===== src/core/amsp_pkg.sv =====
package amsp_pkg;
	localparam int BYTE_W = 8;
	localparam int RES_W = 10;
	localparam int SUB_W = 2;
	localparam int LEAD_W = 4;
	localparam int WORD_W = 16;
	localparam int ENTRY_W = RES_W + SUB_W;
	localparam int FIFO_DEPTH = 8;
	localparam int CH_W = 4;
	localparam int PAIR_N = 8;
	// command byte layout
	localparam int CMD_CONV_BIT = 7;
	localparam int CMD_TAG_HI = 7;
	localparam int CMD_TAG_LO = 6;
	localparam logic [1:0] SETUP_TAG = 2'h1;
	localparam int CHAN_HI = 6;
	localparam int CHAN_LO = 3;
	localparam int TEMP_BIT = 0;
	localparam int CM_HI = 5;
	localparam int CM_LO = 4;
	localparam int REFSEL_BIT = 3;
	localparam int FOLLOW_HI = 1;
	localparam int FOLLOW_LO = 0;
	localparam logic [1:0] FOLLOW_NONE = 2'h0;
	localparam logic [1:0] FOLLOW_UNI = 2'h2;
	localparam logic [1:0] FOLLOW_BIP = 2'h3;
	// clock modes
	localparam logic [1:0] CM_START_INT = 2'h0;
	localparam logic [1:0] CM_START_EXT = 2'h1;
	localparam logic [1:0] CM_SERIAL_INT = 2'h2;
	localparam logic [1:0] CM_SERIAL_EXT = 2'h3;
	localparam logic [1:0] CM_RESET = CM_SERIAL_INT;
	// timing
	localparam int MCLK_PERIOD_NS = 8;
	localparam int T_ACQ_NS = 1400;
	localparam int T_BIT_NS = 40;
	localparam int ACQ_CYC = (T_ACQ_NS + MCLK_PERIOD_NS - 1) / MCLK_PERIOD_NS;
	localparam int BIT_CYC = (T_BIT_NS + MCLK_PERIOD_NS - 1) / MCLK_PERIOD_NS;
	localparam int TMR_W = 8;
	localparam logic [TMR_W-1:0] ACQ_LAST = TMR_W'(ACQ_CYC - 1);
	localparam logic [TMR_W-1:0] BIT_LAST = TMR_W'(BIT_CYC - 1);
	localparam logic [3:0] BIT_MSB = 4'(RES_W - 1);
	localparam logic [2:0] RX_LAST = 3'h7;
	localparam logic [3:0] TX_LAST = 4'hf;
	localparam logic [RES_W-1:0] DAC_MID = {1'b1, {(RES_W-1){1'b0}}};

	typedef enum logic [1:0] {SAR_IDLE, SAR_TRACK, SAR_TEST, SAR_PUSH} amsp_sar_e;

	function automatic logic [WORD_W-1:0] amsp_fmt_word(input logic vld,
		input logic [ENTRY_W-1:0] ent);
		amsp_fmt_word = vld ? {{LEAD_W{1'b0}}, ent} : '0;
	endfunction : amsp_fmt_word
endpackage : amsp_pkg


===== src/core/amsp_fifo_if.sv =====
`timescale 1ns/100ps
interface amsp_fifo_if #(parameter int WIDTH = 12);
	logic wr_valid;
	logic wr_ready;
	logic [WIDTH-1:0] wr_data;
	logic rd_valid;
	logic rd_ready;
	logic [WIDTH-1:0] rd_data;
	modport prod (output wr_valid, output wr_data, input wr_ready,
		input rd_valid, input rd_data, output rd_ready);
	modport store (input wr_valid, input wr_data, output wr_ready,
		output rd_valid, output rd_data, input rd_ready);
endinterface : amsp_fifo_if


===== src/core/amsp_adc_port.sv =====
`timescale 1ns/100ps
module amsp_adc_port (
	input wire logic i_mclk,
	input wire logic i_rstn,
	input wire logic i_sclk,
	input wire logic i_cs_n,
	input wire logic i_din,
	input wire logic i_analog_channel_hi,
	input wire logic i_cmp_hi,
	output logic o_dout,
	output logic o_dout_oe,
	output logic o_eoc_n,
	output logic o_convert_start_en,
	output logic o_ref_neg_sel,
	output logic [1:0] o_clock_mode,
	output logic o_hold,
	output logic [amsp_pkg::RES_W-1:0] o_dac,
	output logic [amsp_pkg::CH_W-1:0] o_mux_ch,
	output logic o_diff,
	output logic o_bipolar,
	output logic o_temp_sel
);
	// synchronisers: sclk, cs_n, din, start pin, comparator
	logic [4:0] sync1_r;
	logic [4:0] sync2_r;
	logic sclk_d_r;
	logic cs_d_r;
	logic conv_start_d_r;
	logic sclk_s;
	logic cs_s;
	logic din_s;
	logic conv_start_s;
	logic cmp_s;
	logic sclk_rise;
	logic sclk_fall;
	logic cs_fall;
	logic conv_start_fall;

	always_ff @(posedge i_mclk or negedge i_rstn)
	begin
		if (!i_rstn)
		begin
			sync1_r <= 5'h1f;
			sync2_r <= 5'h1f;
			sclk_d_r <= 1'b1;
			cs_d_r <= 1'b1;
			conv_start_d_r <= 1'b1;
		end
		else
		begin
			sync1_r <= {i_sclk, i_cs_n, i_din, i_analog_channel_hi, i_cmp_hi};
			sync2_r <= sync1_r;
			sclk_d_r <= sclk_s;
			cs_d_r <= cs_s;
			conv_start_d_r <= conv_start_s;
		end
	end

	assign {sclk_s, cs_s, din_s, conv_start_s, cmp_s} = sync2_r;
	assign sclk_rise = !cs_s && sclk_s && !sclk_d_r;
	assign sclk_fall = !cs_s && !sclk_s && sclk_d_r;
	assign cs_fall = !cs_s && cs_d_r;

	// configuration
	logic [1:0] clock_mode_r;
	logic ref_neg_r;
	logic [1:0] follow_r;
	logic [amsp_pkg::PAIR_N-1:0] uni_r;
	logic [amsp_pkg::PAIR_N-1:0] bip_r;
	logic [amsp_pkg::CH_W-1:0] chan_r;
	logic temp_req_r;
	logic conv_start_en_r;

	assign conv_start_fall = conv_start_en_r && !conv_start_s && conv_start_d_r;

	// command byte receiver
	logic [amsp_pkg::BYTE_W-1:0] rx_sh_r;
	logic [2:0] rx_cnt_r;
	logic first_byte_r;
	logic rx_done;
	logic [amsp_pkg::BYTE_W-1:0] rx_byte;
	logic conv_cmd;

	assign rx_done = sclk_rise && rx_cnt_r == amsp_pkg::RX_LAST;
	assign rx_byte = {rx_sh_r[amsp_pkg::BYTE_W-2:0], din_s};
	assign conv_cmd = rx_done && first_byte_r && rx_byte[amsp_pkg::CMD_CONV_BIT];

	always_ff @(posedge i_mclk or negedge i_rstn)
	begin
		if (!i_rstn)
		begin
			rx_sh_r <= '0;
			rx_cnt_r <= '0;
			first_byte_r <= 1'b1;
		end
		else if (cs_fall)
		begin
			rx_cnt_r <= '0;
			first_byte_r <= 1'b1;
		end
		else if (sclk_rise)
		begin
			rx_sh_r <= rx_byte;
			rx_cnt_r <= rx_cnt_r + 1'b1;
			if (rx_done)
				first_byte_r <= 1'b0;
		end
	end

	always_ff @(posedge i_mclk or negedge i_rstn)
	begin
		if (!i_rstn)
		begin
			clock_mode_r <= amsp_pkg::CM_RESET;
			ref_neg_r <= 1'b0;
			follow_r <= amsp_pkg::FOLLOW_NONE;
			uni_r <= '0;
			bip_r <= '0;
			chan_r <= '0;
			temp_req_r <= 1'b0;
			conv_start_en_r <= 1'b0;
		end
		else if (rx_done && first_byte_r)
		begin
			follow_r <= amsp_pkg::FOLLOW_NONE;
			if (conv_cmd)
			begin
				chan_r <= rx_byte[amsp_pkg::CHAN_HI:amsp_pkg::CHAN_LO];
				temp_req_r <= rx_byte[amsp_pkg::TEMP_BIT];
			end
			else if (rx_byte[amsp_pkg::CMD_TAG_HI:amsp_pkg::CMD_TAG_LO] == amsp_pkg::SETUP_TAG)
			begin
				clock_mode_r <= rx_byte[amsp_pkg::CM_HI:amsp_pkg::CM_LO];
				conv_start_en_r <= !rx_byte[amsp_pkg::CM_HI];
				ref_neg_r <= rx_byte[amsp_pkg::REFSEL_BIT];
				follow_r <= rx_byte[amsp_pkg::FOLLOW_HI:amsp_pkg::FOLLOW_LO];
			end
		end
		else if (rx_done)
		begin
			follow_r <= amsp_pkg::FOLLOW_NONE;
			if (follow_r == amsp_pkg::FOLLOW_UNI)
			begin
				uni_r <= rx_byte;
				bip_r <= bip_r & ~rx_byte;
			end
			else if (follow_r == amsp_pkg::FOLLOW_BIP)
			begin
				bip_r <= rx_byte;
				uni_r <= uni_r & ~rx_byte;
			end
		end
	end

	// conversion engine
	amsp_fifo_if #(.WIDTH(amsp_pkg::ENTRY_W)) fq ();
	amsp_pkg::amsp_sar_e st_r;
	logic [amsp_pkg::TMR_W-1:0] tmr_r;
	logic [3:0] bit_idx_r;
	logic [amsp_pkg::RES_W-1:0] dac_r;
	logic hold_r;
	logic [amsp_pkg::CH_W-1:0] mux_ch_r;
	logic diff_r;
	logic bipolar_r;
	logic temp_sel_r;
	logic start;
	logic conv_done;
	logic pair_diff;
	logic [2:0] pair;

	assign start = (conv_cmd && clock_mode_r[1]) || conv_start_fall;
	assign conv_done = st_r == amsp_pkg::SAR_PUSH && fq.wr_ready;
	assign pair = rx_byte[amsp_pkg::CHAN_HI:amsp_pkg::CHAN_LO+1];
	assign pair_diff = uni_r[pair] || bip_r[pair];
	assign fq.wr_valid = st_r == amsp_pkg::SAR_PUSH;
	assign fq.wr_data = {dac_r[amsp_pkg::RES_W-1] ^ bipolar_r, dac_r[amsp_pkg::RES_W-2:0],
		{amsp_pkg::SUB_W{1'b0}}};

	always_ff @(posedge i_mclk or negedge i_rstn)
	begin
		if (!i_rstn)
		begin
			st_r <= amsp_pkg::SAR_IDLE;
			tmr_r <= '0;
			bit_idx_r <= '0;
			dac_r <= '0;
			hold_r <= 1'b0;
		end
		else
		begin
			unique case (st_r)
				amsp_pkg::SAR_IDLE:
				begin
					tmr_r <= '0;
					if (start)
						st_r <= amsp_pkg::SAR_TRACK;
				end
				amsp_pkg::SAR_TRACK:
				begin
					tmr_r <= tmr_r + 1'b1;
					if (tmr_r == amsp_pkg::ACQ_LAST)
					begin
						st_r <= amsp_pkg::SAR_TEST;
						tmr_r <= '0;
						hold_r <= 1'b1;
						bit_idx_r <= amsp_pkg::BIT_MSB;
						dac_r <= amsp_pkg::DAC_MID;
					end
				end
				amsp_pkg::SAR_TEST:
				begin
					tmr_r <= tmr_r + 1'b1;
					if (tmr_r == amsp_pkg::BIT_LAST)
					begin
						tmr_r <= '0;
						dac_r[bit_idx_r] <= cmp_s;
						if (bit_idx_r == '0)
							st_r <= amsp_pkg::SAR_PUSH;
						else
						begin
							dac_r[bit_idx_r - 4'h1] <= 1'b1;
							bit_idx_r <= bit_idx_r - 4'h1;
						end
					end
				end
				amsp_pkg::SAR_PUSH:
				begin
					if (fq.wr_ready)
					begin
						st_r <= amsp_pkg::SAR_IDLE;
						hold_r <= 1'b0;
					end
				end
			endcase
		end
	end

	// channel routing latched at the requesting byte
	always_ff @(posedge i_mclk or negedge i_rstn)
	begin
		if (!i_rstn)
		begin
			mux_ch_r <= '0;
			diff_r <= 1'b0;
			bipolar_r <= 1'b0;
			temp_sel_r <= 1'b0;
		end
		else if (conv_cmd)
		begin
			diff_r <= pair_diff;
			mux_ch_r <= pair_diff ? {pair, 1'b0} : rx_byte[amsp_pkg::CHAN_HI:amsp_pkg::CHAN_LO];
			bipolar_r <= pair_diff && bip_r[pair];
			temp_sel_r <= rx_byte[amsp_pkg::TEMP_BIT];
		end
	end

	amsp_fifo #(.WIDTH(amsp_pkg::ENTRY_W), .DEPTH(amsp_pkg::FIFO_DEPTH)) u_fifo (
		.i_mclk(i_mclk),
		.i_rstn(i_rstn),
		.q(fq.store)
	);

	// end of conversion
	logic eoc_n_r;
	always_ff @(posedge i_mclk or negedge i_rstn)
	begin
		if (!i_rstn)
			eoc_n_r <= 1'b1;
		else if (clock_mode_r == amsp_pkg::CM_SERIAL_EXT || cs_fall || conv_start_fall)
			eoc_n_r <= 1'b1;
		else if (conv_done)
			eoc_n_r <= 1'b0;
	end

	// result shifter
	logic [amsp_pkg::WORD_W-1:0] tx_sh_r;
	logic [3:0] tx_cnt_r;
	logic oe_r;
	logic tx_load;
	logic held_r;

	assign tx_load = cs_fall || (sclk_fall && tx_cnt_r == amsp_pkg::TX_LAST);
	// pop only once the first bit is out, so a frame cut after a reload keeps the word
	assign fq.rd_ready = held_r && sclk_fall && !tx_load && tx_cnt_r == '0;

	always_ff @(posedge i_mclk or negedge i_rstn)
	begin
		if (!i_rstn)
		begin
			tx_sh_r <= '0;
			tx_cnt_r <= '0;
			oe_r <= 1'b0;
			held_r <= 1'b0;
		end
		else
		begin
			oe_r <= !cs_s;
			if (tx_load)
			begin
				tx_sh_r <= amsp_pkg::amsp_fmt_word(fq.rd_valid, fq.rd_data);
				tx_cnt_r <= '0;
				held_r <= fq.rd_valid;
			end
			else if (sclk_fall)
			begin
				tx_sh_r <= {tx_sh_r[amsp_pkg::WORD_W-2:0], 1'b0};
				tx_cnt_r <= tx_cnt_r + 1'b1;
				held_r <= 1'b0;
			end
		end
	end

	assign o_dout = tx_sh_r[amsp_pkg::WORD_W-1];
	assign o_dout_oe = oe_r;
	assign o_eoc_n = eoc_n_r;
	assign o_convert_start_en = conv_start_en_r;
	assign o_ref_neg_sel = ref_neg_r;
	assign o_clock_mode = clock_mode_r;
	assign o_hold = hold_r;
	assign o_dac = dac_r;
	assign o_mux_ch = mux_ch_r;
	assign o_diff = diff_r;
	assign o_bipolar = bipolar_r;
	assign o_temp_sel = temp_sel_r;
endmodule : amsp_adc_port


===== src/core/amsp_fifo.sv =====
`timescale 1ns/100ps
module amsp_fifo #(
	parameter int WIDTH = 12,
	parameter int DEPTH = 8
) (
	input wire logic i_mclk,
	input wire logic i_rstn,
	amsp_fifo_if.store q
);
	localparam int AW = $clog2(DEPTH);
	logic [WIDTH-1:0] mem [DEPTH];
	logic [AW:0] wr_ptr_r;
	logic [AW:0] rd_ptr_r;
	logic full;
	logic empty;
	logic push;
	logic pop;

	assign empty = wr_ptr_r == rd_ptr_r;
	assign full = (wr_ptr_r[AW] != rd_ptr_r[AW]) && (wr_ptr_r[AW-1:0] == rd_ptr_r[AW-1:0]);
	assign q.wr_ready = !full;
	assign q.rd_valid = !empty;
	assign q.rd_data = mem[rd_ptr_r[AW-1:0]];
	assign push = q.wr_valid && !full;
	assign pop = q.rd_ready && !empty;

	always_ff @(posedge i_mclk)
	begin
		if (push)
			mem[wr_ptr_r[AW-1:0]] <= q.wr_data;
	end

	always_ff @(posedge i_mclk or negedge i_rstn)
	begin
		if (!i_rstn)
		begin
			wr_ptr_r <= '0;
			rd_ptr_r <= '0;
		end
		else
		begin
			if (push)
				wr_ptr_r <= wr_ptr_r + 1'b1;
			if (pop)
				rd_ptr_r <= rd_ptr_r + 1'b1;
		end
	end
endmodule : amsp_fifo


===== config.mk =====
export PLATFORM = sky130hd
export DESIGN_NAME = amsp_adc_port
export DESIGN_NICKNAME = d
export VERILOG_FILES = /design/src/core/amsp_pkg.sv /design/src/core/amsp_fifo_if.sv /design/src/core/amsp_adc_port.sv /design/src/core/amsp_fifo.sv
export SDC_FILE = /design/constraint.sdc
export NUM_CORES = 1
export LEC_CHECK = 0
export BUFFER_PORTS_ARGS = -buffer_cell sky130_fd_sc_hd__buf_2
export CAP_MARGIN = 15
export CORE_MARGIN = 1
export CORE_UTILIZATION = 35
export CTS_BUF_LIST = sky130_fd_sc_hd__clkbuf_8
export DETAILED_ROUTE_END_ITERATION = 16
export PLACE_DENSITY = 0.62
export SYNTH_ARGS = -nofsm -noshare
export SYNTH_HDL_FRONTEND = slang
export SYNTH_SLANG_ARGS = --single-unit

===== constraint.sdc =====
create_clock -name i_mclk -period 7.3 [get_ports i_mclk]
set_clock_uncertainty 0.05 [all_clocks]
set_input_delay 0.73 -clock i_mclk [delete_from_list [all_inputs] [get_ports i_mclk]]
set_output_delay 0.73 -clock i_mclk [all_outputs]
set_load 0.01 [all_outputs]

==> results.tsv <==
metric	value	unit
largest fanout on the critical path	24	
Placer Congestion	0.8333	
clock power share	35.2	%
Routed WL	16310	µm
Startpoint Class	flip-flop	
Syn Area/Cell	13.26	µm²
P_leak	3.314	nW
hold_ws	0.08018	ns
power per cell area	208.6	mW/mm²
DIE HEIGHT	155.2	µm
Inst Count DP	926	
R2R Path Start	u_fifo.rd_ptr_r[1]	
clk buf depth	2	
post-DP HPWL	11160	µm
Core Rows	55	
status	finished, final reports clean	
capture point of the worst reg-to-reg path	u_fifo.mem[7][1]	
root buffer cell	clkbuf_8	
Synth top area share	29.26	%
number of synthesized flops with an enable pin	80	
CP Launch Point	u_fifo.rd_ptr_r[1]	
core area	0.02285	mm²
internal power	1.422	mW
combinational power share	3.2	%
post-route minimum period	3.081	ns
RSZ-0062 raised after global routing	no	
Final setup viols	0	
CTS tree	done	
Final Hold Viols	0	
final non-filler cell total	961	
sequential fraction of design power	61.7	%
Min-Delay Path Class	input port to async pin	
setup TNS	0	ns
Net Sw Frac	24.22	%
Sw Pwr	454.6	µW
cell taking the most area after synthesis	edfxtp_1	
Iteration-0 DRC Markers	334	
Avg WL per Cell	16.97	µm
sequential element share of the synthesized area	62.12	%
synthesis-stage register bit count	187	
crit end category	flip-flop	
CP Class	flip-flop to flip-flop	
Main synth FF type	dfrtp_1	
count of different cell masters after synthesis	60	
worst vdd ir	0.1096	mV
worst-skew pair later-pin latency	0.46	ns
Num CTS Buffers	17	
Post-DRT Antenna Nets	0	
dpl cell area	0.008583	mm²
layout cell share with drive strength beyond 1	20.37	%
Max Cap Viol	0	
vias	4965	
grt total ovfl	0	
Worst Setup EP	u_fifo.mem[7][1]	
# fillers	2172	
design area	0.008997	mm²
maximum clock rate	0.3245	GHz
Cells after Synth	619	
YS warnings	0	
antenna violations before repair	0	
die area	0.02407	mm²
setup bufs post-CTS	0	
vias per cell	5.166	
DRC viols	0	
number of I/O pins	32	
All-Layer GR Usage	14.63	%
largest net degree at the start of global routing	88	
ys async rst share	57.22	%
Post-CTS Hold Buffers	0	
Area contributors post-synth	edfxtp_1, dfrtp_1, mux4_2, dfstp_2, o21ai_0	
global-route wire length before repair	27090	µm
Critical Path RT	7.33	ns
critical path arrival	3.12	ns
port bufs	31	
syn_nets	643	
CTS H-tree depth	4	
Mapped Area	0.008210	mm²
Initial DRT Pass Iterations	5	
Tcrit/Tclk final	42.21	%
Slew Limit Headroom	32.68	%
worst reg-to-reg setup slack	4.22	ns
Starting Density	35.94	%
Sink Count	187	
post-CTS sizing	0	
max-slew violations	0	
actual slew at the worst max-slew pin	1.006	ns
Final nets	659	
Area growth syn-to-layout	9.586	%
DIE WIDTH	155.2	µm
vias in the first global route	4965	
Diodes inserted	0	
Worst R2R Path Depth	4	
clk slew on worst S/H paths	0.10	ns
-- per-stage QoR --
step | power [mW] | setup WS (ns) | utilization (%)
finish | 1.877 | 4.219 | 39.38
global route | 1.952 | 4.002 | 39.38
CTS | 1.892 | 3.959 | 39.22
detailed placement | 1.238 | 3.978 | 37.57
global placement | 1.232 | 4.147 | 37.57
floorplan | 1.204 | 4.838 | -
-- cells in the mapped netlist, types with 3 or more instances --
library cell  number
a21o_1             5
nor3_1             7
mux2i_1           13
a32oi_1            3
o21ai_0           62
nor2b_1            4
nand3_1            8
buf_2              5
nand4_1            4
xor2_1            12
buf_4              9
a31oi_1            5
clkbuf_1          22
xnor2_1            5
a22o_1            19
mux2_2            16
o21a_1            10
a32o_1             3
a21oi_1           23
inv_1             21
mux4_2            24
nor2_1            33
dfstp_2           16
ha_1              17
edfxtp_1          80
nand2b_1           8
nand2_1           55
dfrtp_1           91
-- area by class of cell --
class / instances / area [µm²] / share of cell area (%)
Sequential cell: 187 / 5100 / 56.68
Timing Repair Buffer: 37 / 217.7 / 2.420
Clock inverter: 15 / 142.6 / 1.585
Tap cell: 313 / 391.6 / 4.353
Multi-Input combinational cell: 371 / 2833 / 31.48
Clock buffer: 17 / 234.0 / 2.600
Inverter: 21 / 78.83 / 0.8761
-- worst max-delay path, stage by stage (launching register included) --
cell,delay [ns]
dfrtp_1,1.00
xor2_1,0.29
o41ai_2,0.20
or2_2,0.38
nor2_1,0.77
-- placed cells by master (no fill, tap or decap), types with 7 or more instances in the layout --
cell,n
a22o_1,19
edfxtp_1,80
nor3_1,7
mux4_2,24
xor2_1,12
nor2_1,33
inv_1,23
mux2_2,16
buf_2,32
nand2b_1,8
a21oi_1,23
dfstp_2,16
clkbuf_8,17
mux2i_1,13
nand3_1,8
nand2_1,55
dfrtp_1,91
o21ai_0,62
o21a_1,10
ha_1,17
-- metal layers --
metal  routed length [µm]  vias up  track usage [%]  share of wire, %
met1                 7479     2561            19.45                46
met2                 8063       85            23.85                49
li1                     -     2303                -                 -
met5                    0        -                0                 0
met3                  577       16            3.120               3.5
met4                  186        0            4.762               1.1
-- state kept, by name, indices dropped and copies added (netlist names), 2 cells and up --
name	count
bip_r	8
bit_idx_r	4
follow_r	2
o_clock_mode	2
o_dac	10
o_mux_ch	4
rx_cnt_r	3
rx_sh_r	7
st_r	2
sync1_r	5
sync2_r	5
tmr_r	8
tx_cnt_r	4
tx_sh_r	14
u_fifo.mem	80
u_fifo.rd_ptr_r	4
u_fifo.wr_ptr_r	4
uni_r	8
-- worst min-delay path by stage --
stage                          start      endpoint  slack, ns  cells after the start
after floorplan           sync1_r[0]    sync2_r[0]       0.30                      0
after global placement    sync1_r[2]    sync2_r[2]       0.30                      0
after detailed placement  sync1_r[0]    sync2_r[0]       0.30                      0
after CTS                     i_rstn      tmr_r[5]       0.07                      1
after global routing          i_rstn  bit_idx_r[2]       0.07                      1
final                         i_rstn      tmr_r[5]       0.08                      1
-- cell families after synthesis --
logic type,after synthesis,share of synthesized area (%)
compound gates,146,11.49
xor+xnor,17,1.813
fa+ha+maj,17,2.591
buf+inv,61,3.383
flops,187,62.12
mux,53,10.36
simple gates,138,8.244
-- power by group through the flow --
stage          Sequential [mW]  Clock (mW)  Combinational (mW)
4_1_cts                   1.16       0.675              0.0587
6_report                  1.16       0.660              0.0595
5_1_grt                   1.16       0.721              0.0673
3_3_place_gp              1.18           0              0.0555
2_1_floorplan             1.16           0              0.0478
3_5_place_dp              1.18           0              0.0587
Note: power is estimated with default switching activity, not from simulation.
